==> config.mk <==
export PLATFORM = sky130hd
export DESIGN_NAME = dci_core
export DESIGN_NICKNAME = d
export VERILOG_FILES = /design/src/dci_pkg.sv /design/src/dci_crc16.sv /design/src/dci_core.sv
export VERILOG_INCLUDE_DIRS = /design/src
export SDC_FILE = /design/constraint.sdc
export NUM_CORES = 1
export LEC_CHECK = 0
export ABC_AREA = 1
export BUFFER_PORTS_ARGS = -buffer_cell sky130_fd_sc_hd__buf_2
export CAP_MARGIN = 15
export CORE_MARGIN = 5
export CORE_UTILIZATION = 56
export CTS_CLUSTER_DIAMETER = 100
export CTS_CLUSTER_SIZE = 14
export DETAILED_ROUTE_END_ITERATION = 8
export MAX_ROUTING_LAYER = met4
export PLACE_DENSITY = 0.79
export SYNTH_ARGS = -nofsm -noshare
export SYNTH_HDL_FRONTEND = slang
export SYNTH_HIERARCHICAL = 1
export SYNTH_SLANG_ARGS = --single-unit
==> constraint.sdc <==
create_clock -name clk_i -period 13 [get_ports clk_i]
set_clock_uncertainty 0.1 [all_clocks]
set_input_delay 1.95 -clock clk_i [delete_from_list [all_inputs] [get_ports clk_i]]
set_output_delay 1.95 -clock clk_i [all_outputs]
set_load 0.03 [all_outputs]
==> src/dci_cfg.svh <==
// constants for the debug command interpreter
`ifndef DCI_CFG_SVH
`define DCI_CFG_SVH
`define DCI_CMD_REV      8'h00
`define DCI_CMD_STAT     8'h02
`define DCI_CMD_CTLW     8'h04
`define DCI_CMD_CTLR     8'h05
`define DCI_CMD_PCW      8'h06
`define DCI_CMD_PCR      8'h07
`define DCI_CMD_REGW     8'h08
`define DCI_CMD_REGR     8'h09
`define DCI_CMD_PMW      8'h0a
`define DCI_CMD_PMR      8'h0b
`define DCI_CMD_DMW      8'h0c
`define DCI_CMD_DMR      8'h0d
`define DCI_CMD_CRC      8'h0e
`define DCI_CMD_STEP     8'h10
`define DCI_CMD_STUFF    8'h11
`define DCI_CMD_EXEC     8'h12
`define DCI_CTL_HALT_BIT 7
`define DCI_CTL_RESET    8'h00
`define DCI_ALL_ONES     8'hff
`define DCI_CRC_INIT     16'hffff
`define DCI_CRC_POLY     16'h1021
`define DCI_REV_WORD     16'h0100
`define DCI_FLASH_LO     12'hff8
`define DCI_FLASH_HI     12'hfff
`endif

==> src/dci_pkg.sv <==
// types for the debug command interpreter
package dci_pkg;
    typedef enum logic [3:0] {
        DCI_IDLE, DCI_OPER, DCI_DATA, DCI_REPLY, DCI_CRC, DCI_INSTR
    } dci_state_t;
    typedef enum logic [1:0] {
        DCI_SP_REG, DCI_SP_PROG, DCI_SP_DATA
    } dci_space_t;
endpackage

==> src/dci_crc16.sv <==
// crc-ccitt byte update step
`timescale 1ns/10ps
`include "dci_cfg.svh"
module dci_crc16 (
    input  wire logic [15:0] crc_i,
    input  wire logic [7:0]  byte_i,
    output logic      [15:0] crc_o
);
    // eight serial shifts, msb first
    always_comb begin
        logic [15:0] c;
        c = crc_i;
        for (int i = 7; i >= 0; i--) begin
            if (c[15] ^ byte_i[i]) begin
                c = {c[14:0], 1'b0} ^ `DCI_CRC_POLY;
            end else begin
                c = {c[14:0], 1'b0};
            end
        end
        crc_o = c;
    end
endmodule

==> src/dci_core.sv <==
// debug command interpreter: host byte stream to cpu and memory access
//
// Overview of operation
// command 00h returns the 16-bit revision word, major byte first.
// command 02h returns the 8-bit debugger status register.
// command 04h takes one byte into the debugger control register.
// under protection a control write may set the halt bit only.
// command 05h returns the debugger control register.
// command 06h loads pc high then low; discarded unless halted, open.
// command 07h returns pc high then low, or ffffh when gated.
// register write: cmd, address high nibble, address low, size, data.
// register writes dropped when running; protected allows flash regs only.
// register read uses same framing; bytes are ffh when gated.
// program write: 16-bit address, size; needs unlock, halt, no protect.
// program read same framing; bytes ffh when not halted or protected.
// data write: 16-bit address and size; dropped when gated.
// data read same framing; bytes ffh only when not halted.
// command 0eh returns crc-ccitt of program memory, ffffh if running.
// crc reply comes after whole memory read, one memory access per byte.
// step runs one instruction at pc; ignored when gated.
// stuff runs one instruction with host first byte; ignored when gated.
// execute runs a host-sent 2-5 byte instruction; ignored when gated.
// while the halt bit is set the cpu stops fetching.
// readout protection blocks program memory readout commands.
// host sends no new command until the current one completes.
// block transfers increment address per byte until size runs out.
`timescale 1ns/10ps
`include "dci_cfg.svh"
module dci_core #(
    parameter int PM_AW = 16
) (
    input  wire logic        clk_i,
    input  wire logic        rst_i,
    input  wire logic        rx_valid_i,   // host byte in
    input  wire logic [7:0]  rx_data_i,
    output logic             tx_valid_o,   // reply byte out
    output logic      [7:0]  tx_data_o,
    input  wire logic        tx_ready_i,
    input  wire logic        protect_i,    // readout protection option
    input  wire logic        flash_unlock_i,
    input  wire logic [7:0]  status_i,     // debugger status register
    output logic             halt_o,       // cpu stops fetching
    output logic      [7:0]  ctl_o,
    input  wire logic [15:0] pc_i,
    output logic             pc_we_o,
    output logic      [15:0] pc_o,
    output logic             mem_req_o,    // memory access strobe
    output logic             mem_we_o,
    output dci_pkg::dci_space_t mem_space_o,
    output logic      [15:0] mem_addr_o,
    output logic      [7:0]  mem_wdata_o,
    input  wire logic        mem_ack_i,
    input  wire logic [7:0]  mem_rdata_i,
    output logic             step_o,       // run one instruction at pc
    output logic             exec_o,       // run instr from instr bytes
    output logic             stuff_o,      // first byte given, rest fetched
    output logic      [39:0] instr_o,
    output logic      [2:0]  instr_len_o,
    input  wire logic        cpu_done_i
);
    import dci_pkg::*;

    // refuse widths that the 17-bit byte counter cannot serve
    if (PM_AW < 1 || PM_AW > 16) begin : g_bad_aw
        $error("PM_AW must be 1..16");
    end

    ////////////////////////////////////////////////////////////////////////
    // instruction length by opcode low nibble, except opcode 1fh which is five bytes
    function automatic logic [2:0] op_len(input logic [7:0] op);
        case (op[3:0])
            4'hf, 4'hd: op_len = 3'd3;
            4'hc, 4'he: op_len = 3'd2;
            4'h0, 4'h1: op_len = 3'd2;
            4'h8, 4'h9: op_len = 3'd4;
            default:    op_len = 3'd2;
        endcase
        if (op == 8'h1f) op_len = 3'd5;
    endfunction

    typedef struct packed {
        dci_state_t  st;
        logic [7:0]  cmd;
        logic [7:0]  ctl;
        logic [2:0]  opn;      // operand byte index
        logic [15:0] addr;
        logic [16:0] cnt;      // bytes left
        logic [15:0] word;     // two-byte reply or pc load
        logic [1:0]  nrep;     // reply bytes left for word replies
        logic        gate;     // access gated for this command
        logic        busy;     // memory request or cpu instruction outstanding
        logic [7:0]  rdat;
        logic [15:0] crc;
        logic [39:0] ins;
        logic [2:0]  ilen;
        logic [2:0]  ipos;
        logic        go;
        logic        txv;
        logic [7:0]  txd;
        logic        pcwe;
        logic        req;
        logic        we;
        logic [7:0]  wd;
    } dci_core_t;

    dci_core_t s_r, s_nxt;
    logic [15:0] crc_upd;
    logic halted, locked;

    assign halted = s_r.ctl[`DCI_CTL_HALT_BIT];
    assign locked = !halted || protect_i;

    dci_crc16 u_crc (
        .crc_i  (s_r.crc),
        .byte_i (mem_rdata_i),
        .crc_o  (crc_upd)
    );

    function automatic logic is_mem(input logic [7:0] c);
        is_mem = (c >= `DCI_CMD_REGW && c <= `DCI_CMD_DMR);
    endfunction

    function automatic logic is_wr(input logic [7:0] c);
        is_wr = !c[0];
    endfunction

    ////////////////////////////////////////////////////////////////////////
    // command sequencer
    always_comb begin
        s_nxt = s_r;
        s_nxt.pcwe = 1'b0;
        s_nxt.go = 1'b0;
        if (s_r.txv && tx_ready_i) s_nxt.txv = 1'b0;
        case (s_r.st)
            DCI_IDLE: begin
                if (rx_valid_i) begin
                    s_nxt.cmd = rx_data_i;
                    s_nxt.opn = 3'd0;
                    s_nxt.cnt = '0;
                    case (rx_data_i)
                        // revision word
                        `DCI_CMD_REV: begin
                            s_nxt.word = `DCI_REV_WORD;
                            s_nxt.nrep = 2'd2;
                            s_nxt.st = DCI_REPLY;
                        end
                        // status byte
                        `DCI_CMD_STAT: begin
                            s_nxt.word = {status_i, 8'h00};
                            s_nxt.nrep = 2'd1;
                            s_nxt.st = DCI_REPLY;
                        end
                        // control byte
                        `DCI_CMD_CTLR: begin
                            s_nxt.word = {s_r.ctl, 8'h00};
                            s_nxt.nrep = 2'd1;
                            s_nxt.st = DCI_REPLY;
                        end
                        // pc readback gated to ffffh
                        `DCI_CMD_PCR: begin
                            s_nxt.word = locked ? 16'hffff : pc_i;
                            s_nxt.nrep = 2'd2;
                            s_nxt.st = DCI_REPLY;
                        end
                        // crc scan, ffffh when running
                        `DCI_CMD_CRC: begin
                            s_nxt.crc = `DCI_CRC_INIT;
                            s_nxt.addr = '0;
                            s_nxt.cnt = 17'(1) << PM_AW;
                            if (!halted) begin
                                s_nxt.word = 16'hffff;
                                s_nxt.nrep = 2'd2;
                                s_nxt.st = DCI_REPLY;
                            end else begin
                                s_nxt.st = DCI_CRC;
                            end
                        end
                        // step one instruction
                        `DCI_CMD_STEP: begin
                            if (!locked) s_nxt.st = DCI_INSTR;
                            s_nxt.ilen = 3'd0;
                        end
                        `DCI_CMD_CTLW, `DCI_CMD_PCW, `DCI_CMD_STUFF,
                        `DCI_CMD_EXEC: s_nxt.st = DCI_OPER;
                        default: begin
                            if (is_mem(rx_data_i)) s_nxt.st = DCI_OPER;
                        end
                    endcase
                end
            end
            DCI_OPER: begin
                if (rx_valid_i) begin
                    s_nxt.opn = s_r.opn + 3'd1;
                    case (s_r.cmd)
                        `DCI_CMD_CTLW: begin
                            // load control register
                            s_nxt.ctl = rx_data_i;
                            // halt bit cannot clear when protected
                            if (protect_i) begin
                                s_nxt.ctl[`DCI_CTL_HALT_BIT] =
                                    rx_data_i[`DCI_CTL_HALT_BIT] | halted;
                            end
                            s_nxt.st = DCI_IDLE;
                        end
                        `DCI_CMD_PCW: begin
                            // pc high then low, dropped when gated
                            s_nxt.word = {s_r.word[7:0], rx_data_i};
                            if (s_r.opn == 3'd1) begin
                                s_nxt.pcwe = !locked;
                                s_nxt.st = DCI_IDLE;
                            end
                        end
                        `DCI_CMD_STUFF, `DCI_CMD_EXEC: begin
                            // gather opcode bytes
                            s_nxt.ins = {s_r.ins[31:0], rx_data_i};
                            if (s_r.opn == 3'd0) begin
                                s_nxt.ins = {32'h0, rx_data_i};
                                s_nxt.ilen = (s_r.cmd == `DCI_CMD_STUFF)
                                    ? 3'd1 : op_len(rx_data_i);
                            end
                            if (s_r.opn == 3'd0 && s_r.cmd == `DCI_CMD_STUFF
                                || s_r.opn + 3'd1 == s_nxt.ilen) begin
                                s_nxt.st = locked ? DCI_IDLE : DCI_INSTR;
                            end
                        end
                        default: begin
                            // address and size framing
                            if (s_r.cmd[7:1] == 7'h04) begin
                                case (s_r.opn)
                                    3'd0: s_nxt.addr = {4'h0,
                                        rx_data_i[3:0], 8'h00};
                                    3'd1: s_nxt.addr[7:0] = rx_data_i;
                                    default: s_nxt.cnt = (rx_data_i == 8'h00)
                                        ? 17'd256 : {9'h0, rx_data_i};
                                endcase
                                if (s_r.opn == 3'd2) s_nxt.st = DCI_DATA;
                            end else begin
                                case (s_r.opn)
                                    3'd0: s_nxt.addr[15:8] = rx_data_i;
                                    3'd1: s_nxt.addr[7:0] = rx_data_i;
                                    3'd2: s_nxt.cnt[15:8] = rx_data_i;
                                    default: s_nxt.cnt[7:0] = rx_data_i;
                                endcase
                                if (s_r.opn == 3'd3) begin
                                    if (s_nxt.cnt[15:0] == 16'h0)
                                        s_nxt.cnt = 17'h10000;
                                    s_nxt.st = DCI_DATA;
                                end
                            end
                        end
                    endcase
                end
            end
            DCI_DATA: begin
                // gating for this transfer
                case (s_r.cmd)
                    // register writes, flash regs pass when protected
                    `DCI_CMD_REGW: s_nxt.gate = !halted || (protect_i &&
                        (s_r.addr[11:0] < `DCI_FLASH_LO));
                    // program write needs unlock
                    `DCI_CMD_PMW: s_nxt.gate = locked || !flash_unlock_i;
                    // data read gated only by halt
                    `DCI_CMD_DMR: s_nxt.gate = !halted;
                    // other gated cases
                    default: s_nxt.gate = locked;
                endcase
                if (s_r.cnt == 17'd0) begin
                    s_nxt.st = DCI_IDLE;
                end else if (is_wr(s_r.cmd)) begin
                    if (s_r.busy) begin
                        s_nxt.req = 1'b0;
                        if (mem_ack_i) begin
                            s_nxt.busy = 1'b0;
                            s_nxt.addr = s_r.addr + 16'd1;
                            s_nxt.cnt = s_r.cnt - 17'd1;
                        end
                    end else if (rx_valid_i) begin
                        s_nxt.wd = rx_data_i;
                        // next byte, next address
                        if (s_nxt.gate) begin
                            s_nxt.addr = s_r.addr + 16'd1;
                            s_nxt.cnt = s_r.cnt - 17'd1;
                        end else begin
                            s_nxt.req = 1'b1;
                            s_nxt.we = 1'b1;
                            s_nxt.busy = 1'b1;
                        end
                    end
                end else if (!s_r.txv) begin
                    if (s_nxt.gate) begin
                        s_nxt.txv = 1'b1;
                        s_nxt.txd = `DCI_ALL_ONES;
                        s_nxt.addr = s_r.addr + 16'd1;
                        s_nxt.cnt = s_r.cnt - 17'd1;
                    end else if (!s_r.busy) begin
                        s_nxt.req = 1'b1;
                        s_nxt.we = 1'b0;
                        s_nxt.busy = 1'b1;
                    end else begin
                        s_nxt.req = 1'b0;
                        if (mem_ack_i) begin
                            s_nxt.busy = 1'b0;
                            s_nxt.txv = 1'b1;
                            s_nxt.txd = mem_rdata_i;
                            s_nxt.addr = s_r.addr + 16'd1;
                            s_nxt.cnt = s_r.cnt - 17'd1;
                        end
                    end
                end
            end
            DCI_REPLY: begin
                if (!s_r.txv) begin
                    if (s_r.nrep == 2'd0) begin
                        s_nxt.st = DCI_IDLE;
                    end else begin
                        s_nxt.txv = 1'b1;
                        s_nxt.txd = s_r.word[15:8];
                        s_nxt.word = {s_r.word[7:0], 8'h00};
                        s_nxt.nrep = s_r.nrep - 2'd1;
                    end
                end
            end
            DCI_CRC: begin
                // one program byte per access, reply after last
                if (s_r.cnt == 17'd0) begin
                    s_nxt.word = s_r.crc;
                    s_nxt.nrep = 2'd2;
                    s_nxt.st = DCI_REPLY;
                end else if (!s_r.busy) begin
                    s_nxt.req = 1'b1;
                    s_nxt.we = 1'b0;
                    s_nxt.busy = 1'b1;
                end else begin
                    s_nxt.req = 1'b0;
                    if (mem_ack_i) begin
                        s_nxt.busy = 1'b0;
                        s_nxt.crc = crc_upd;
                        s_nxt.addr = s_r.addr + 16'd1;
                        s_nxt.cnt = s_r.cnt - 17'd1;
                    end
                end
            end
            DCI_INSTR: begin
                // one instruction, wait for cpu
                if (!s_r.busy) begin
                    s_nxt.go = 1'b1;
                    s_nxt.busy = 1'b1;
                end else if (cpu_done_i) begin
                    s_nxt.busy = 1'b0;
                    s_nxt.st = DCI_IDLE;
                end
            end
            default: s_nxt.st = DCI_IDLE;
        endcase
    end

    ////////////////////////////////////////////////////////////////////////
    // state register
    always_ff @(posedge clk_i or posedge rst_i) begin
        if (rst_i) begin
            s_r <= '0;
            s_r.st <= DCI_IDLE;
            s_r.ctl <= `DCI_CTL_RESET;
        end else begin
            s_r <= s_nxt;
        end
    end

    ////////////////////////////////////////////////////////////////////////
    // outputs
    // halt bit stops cpu fetch
    assign halt_o = halted;
    assign ctl_o = s_r.ctl;
    assign tx_valid_o = s_r.txv;
    assign tx_data_o = s_r.txd;
    assign pc_we_o = s_r.pcwe;
    assign pc_o = s_r.word;
    assign mem_req_o = s_r.req;
    assign mem_we_o = s_r.we;
    assign mem_addr_o = s_r.addr;
    assign mem_wdata_o = s_r.wd;
    assign mem_space_o = (s_r.st == DCI_CRC) ? DCI_SP_PROG :
        (s_r.cmd[7:1] == 7'h04) ? DCI_SP_REG :
        (s_r.cmd[7:1] == 7'h05) ? DCI_SP_PROG : DCI_SP_DATA;
    assign step_o = s_r.go && s_r.cmd == `DCI_CMD_STEP;
    assign stuff_o = s_r.go && s_r.cmd == `DCI_CMD_STUFF;
    assign exec_o = s_r.go && s_r.cmd == `DCI_CMD_EXEC;
    assign instr_o = s_r.ins;
    assign instr_len_o = s_r.ilen;
endmodule

==> results.py <==
metrics = {
    "status": {
        "status": "completed",
    },
    "pwr": {
        "p_per_area_nw_per_um2": 238,
        "seq_power_share": 0.259,
        "p_clk_frac": 0.174,
        "p_comb_frac": 0.567,
        "p_sw_frac": 0.539,
        "power.leakage_uw": 0.00682,
        "p_total_uw": 3040,
        "power.internal_uw": 1400,
        "vdd_drop_max_uv": 130,
        "switchingPower_uw": 1640,
    },
    "critical_path": {
        "cp.required_ps": 13250,
        "worstPathArrival_ps": 4730,
        "start_kind": "primary input",
        "crit_start": "rx_data_i[4]",
        "timing.rr.start": "s_r[144]$_DFFE_PP0P_",
        "crit_fanout": 32,
        "crit_type": "primary input to flop",
        "worstSetupEndpointType": "flop",
    },
    "sta": {
        "drv_slew": 0,
        "slew-limit-headroom": 0.302,
        "post-route-period-util": 0.344,
        "fin_crit_ps": 4480,
        "max_slew.worst_pin.slew_ps": 1050,
        "fmax_mhz": 223,
        "tns_ps": 0,
        "rsz0062_at_grt": "false",
        "finalHoldViolations": 0,
        "final-setup-viol-count": 0,
    },
    "placed_design": {
        "gp_congestion": 1.01,
        "portBuffers": 156,
        "dp_hpwl_mm": 27.0,
        "dp_cells": 2131,
    },
    "logic_synthesis": {
        "synthCells": 1857,
        "synth_seq_cells": 154,
        "synth_common_cells": "nand2_1, inv_1, o21ai_0",
        "syn_area_um2": 12000,
        "synth_cell_types": 49,
        "synth-edff-count": 0,
        "post-synth-top-count-cell": "nand2_1",
        "synth_area_leader_cell": "dfrtp_1",
        "yosysSeqAreaShare": 0.322,
        "synth_nets": 1913,
        "async_reset_ff_frac": 1.00,
        "synth_area_per_cell_um2": 6.45,
        "ys.flop_type": "dfrtp_1",
        "yosysTopAreaCellShare": 0.322,
        "synth_area_leaders": "dfrtp_1, nand2_1, o21ai_0",
        "ys_warn_count": 6,
    },
    "clock_network": {
        "clockBufferDepth": 2,
        "cts_tree": "built",
        "cts.sinks": 154,
        "path_clk_slew_ps": 70,
        "root_buffer": "clkbuf_16",
        "clock_latency_ps": 440,
        "hold_buffers": 0,
        "cts_made_buffers": 17,
        "cts_htree_levels": 4,
        "post_cts_resized": 0,
        "cts_setup_buffers": 0,
    },
    "run": {
        "max_cap_violations": 0,
    },
    "cells_and_area": {
        "area_growth_pct": 6.56,
        "drive_gt1_frac": 0.152,
        "final_cells": 2164,
        "final_core_util": 0.607,
        "diodes": 0,
        "final_nets": 1932,
    },
    "detailed_routing": {
        "ant_nets": 0,
        "wirelength_mm": 37.8,
        "avgViaCountPerCell": 5.69,
        "vias": 12308,
        "drt_first_pass_iters": 6,
        "route.detailed.drc": 0,
        "drt_iter0_drc": 1415,
        "wl_per_cell_um": 17.5,
    },
    "grt": {
        "antenna_found_initial": 0,
        "grt_pass1_wl_mm": 60.7,
        "grt_max_degree": 81,
        "first_global_vias": 11576,
        "grt_util_all_layers": 0.316,
        "grt-ovfl-total": 0,
    },
    "die": {
        "start_util": 0.570,
        "dieArea_um2": 24400,
        "pin_count": 157,
        "die_w_um": 156,
        "coreArea_um2": 21000,
        "rows": 53,
        "die_height_um": 156,
    },
    "min_path": {
        "hp-class": "flop to flop",
        "min_from": "instr_o[37]$_DFFE_PP0P_",
    },
}
## layout make-up
type | instances | area [µm²]
Fill cell | 2044 | 8250
Clock buffer | 17 | 425
Inverter | 215 | 815
Tap cell | 275 | 344
Sequential cell | 154 | 3850
Multi-Input combinational cell | 1321 | 6250
Timing Repair Buffer | 167 | 896
Clock inverter | 15 | 190
## registers in the layout, indices dropped and copies added, names as in the netlist
register / cells
tx_valid_o: 1
s_r: 51
instr_o: 40
instr_len_o: 3
pc_o: 16
mem_req_o: 1
ctl_o: 8
tx_data_o: 8
pc_we_o: 1
mem_wdata_o: 8
mem_addr_o: 16
mem_we_o: 1
## through the flow
stage                     worst slack (ps)  cell area (µm²)  hold WS [ps]
after floorplan                       6800            12000           349
after global placement                8240            12100           362
after detailed placement              8140            12100           373
after CTS                             8610            12700           391
after global routing                  8360            12800           408
final                                 8520            12800           382
## worst paths after layout
path	end	slack, ps	depth (start not counted)
min	instr_o[37]$_DFFE_PP0P_	380	2
max	pc_o[12]$_DFFE_PP0P_	8520	11
min in group asynchronous	tx_data_o[2]$_DFFE_PP0P_	1540	2
min reg2reg	instr_o[37]$_DFFE_PP0P_	380	2
max in group asynchronous	s_r[122]$_DFFE_PP0P_	9740	3
max reg2reg	s_r[127]$_DFFE_PP0P_	9670	12
## cells in the final DEF, fill, tap and decap left out, types with 18 or more instances in the layout
master	count
a21oi_1	27
buf_2	156
dfrtp_1	154
inv_1	190
inv_2	18
nand2_1	643
nand2_2	24
nand3_1	92
nor2_1	136
nor3_1	22
o21ai_0	181
o22ai_1	25
xor2_1	25
## power groups by stage
stage	clock network, µW	registers [µW]	logic (µW)
2_1_floorplan	0	738	1410
3_3_place_gp	0	783	1660
4_1_cts	532	782	1700
6_report	530	788	1720
3_5_place_dp	0	789	1690
5_1_grt	552	805	1920
## routing by layer
metal  vias up  part of all wire  GRT usage
li1       5868                 -          -
met1      5681              0.42      0.425
met2       651              0.45      0.482
met3       108             0.092     0.0448
met4         0             0.036      0.129
met5         -                 0          -
## cell families (layout without fill, tap and decap cells)
kind of cell,after synthesis,after routing,synth area share
AO/OA/AOI/OAI,309,309,0.147
flip-flops,154,154,0.322
adder cells (fa/ha/maj),8,8,0.00835
buffers and inverters,382,414,0.157
AND/OR/NAND/NOR,977,977,0.346
XOR/XNOR,27,27,0.0197
## worst max-delay path: stages
cell and delay (ps):
buf_2 100, inv_1 360, nand3_2 240, nor3_2 760, nor2_1 270, nand2_2 180, nand3_2 100, nor3_4 170
buf_4 380, nand2_1 100, o21ai_1 110
Note: power is estimated with default switching activity, not from simulation.
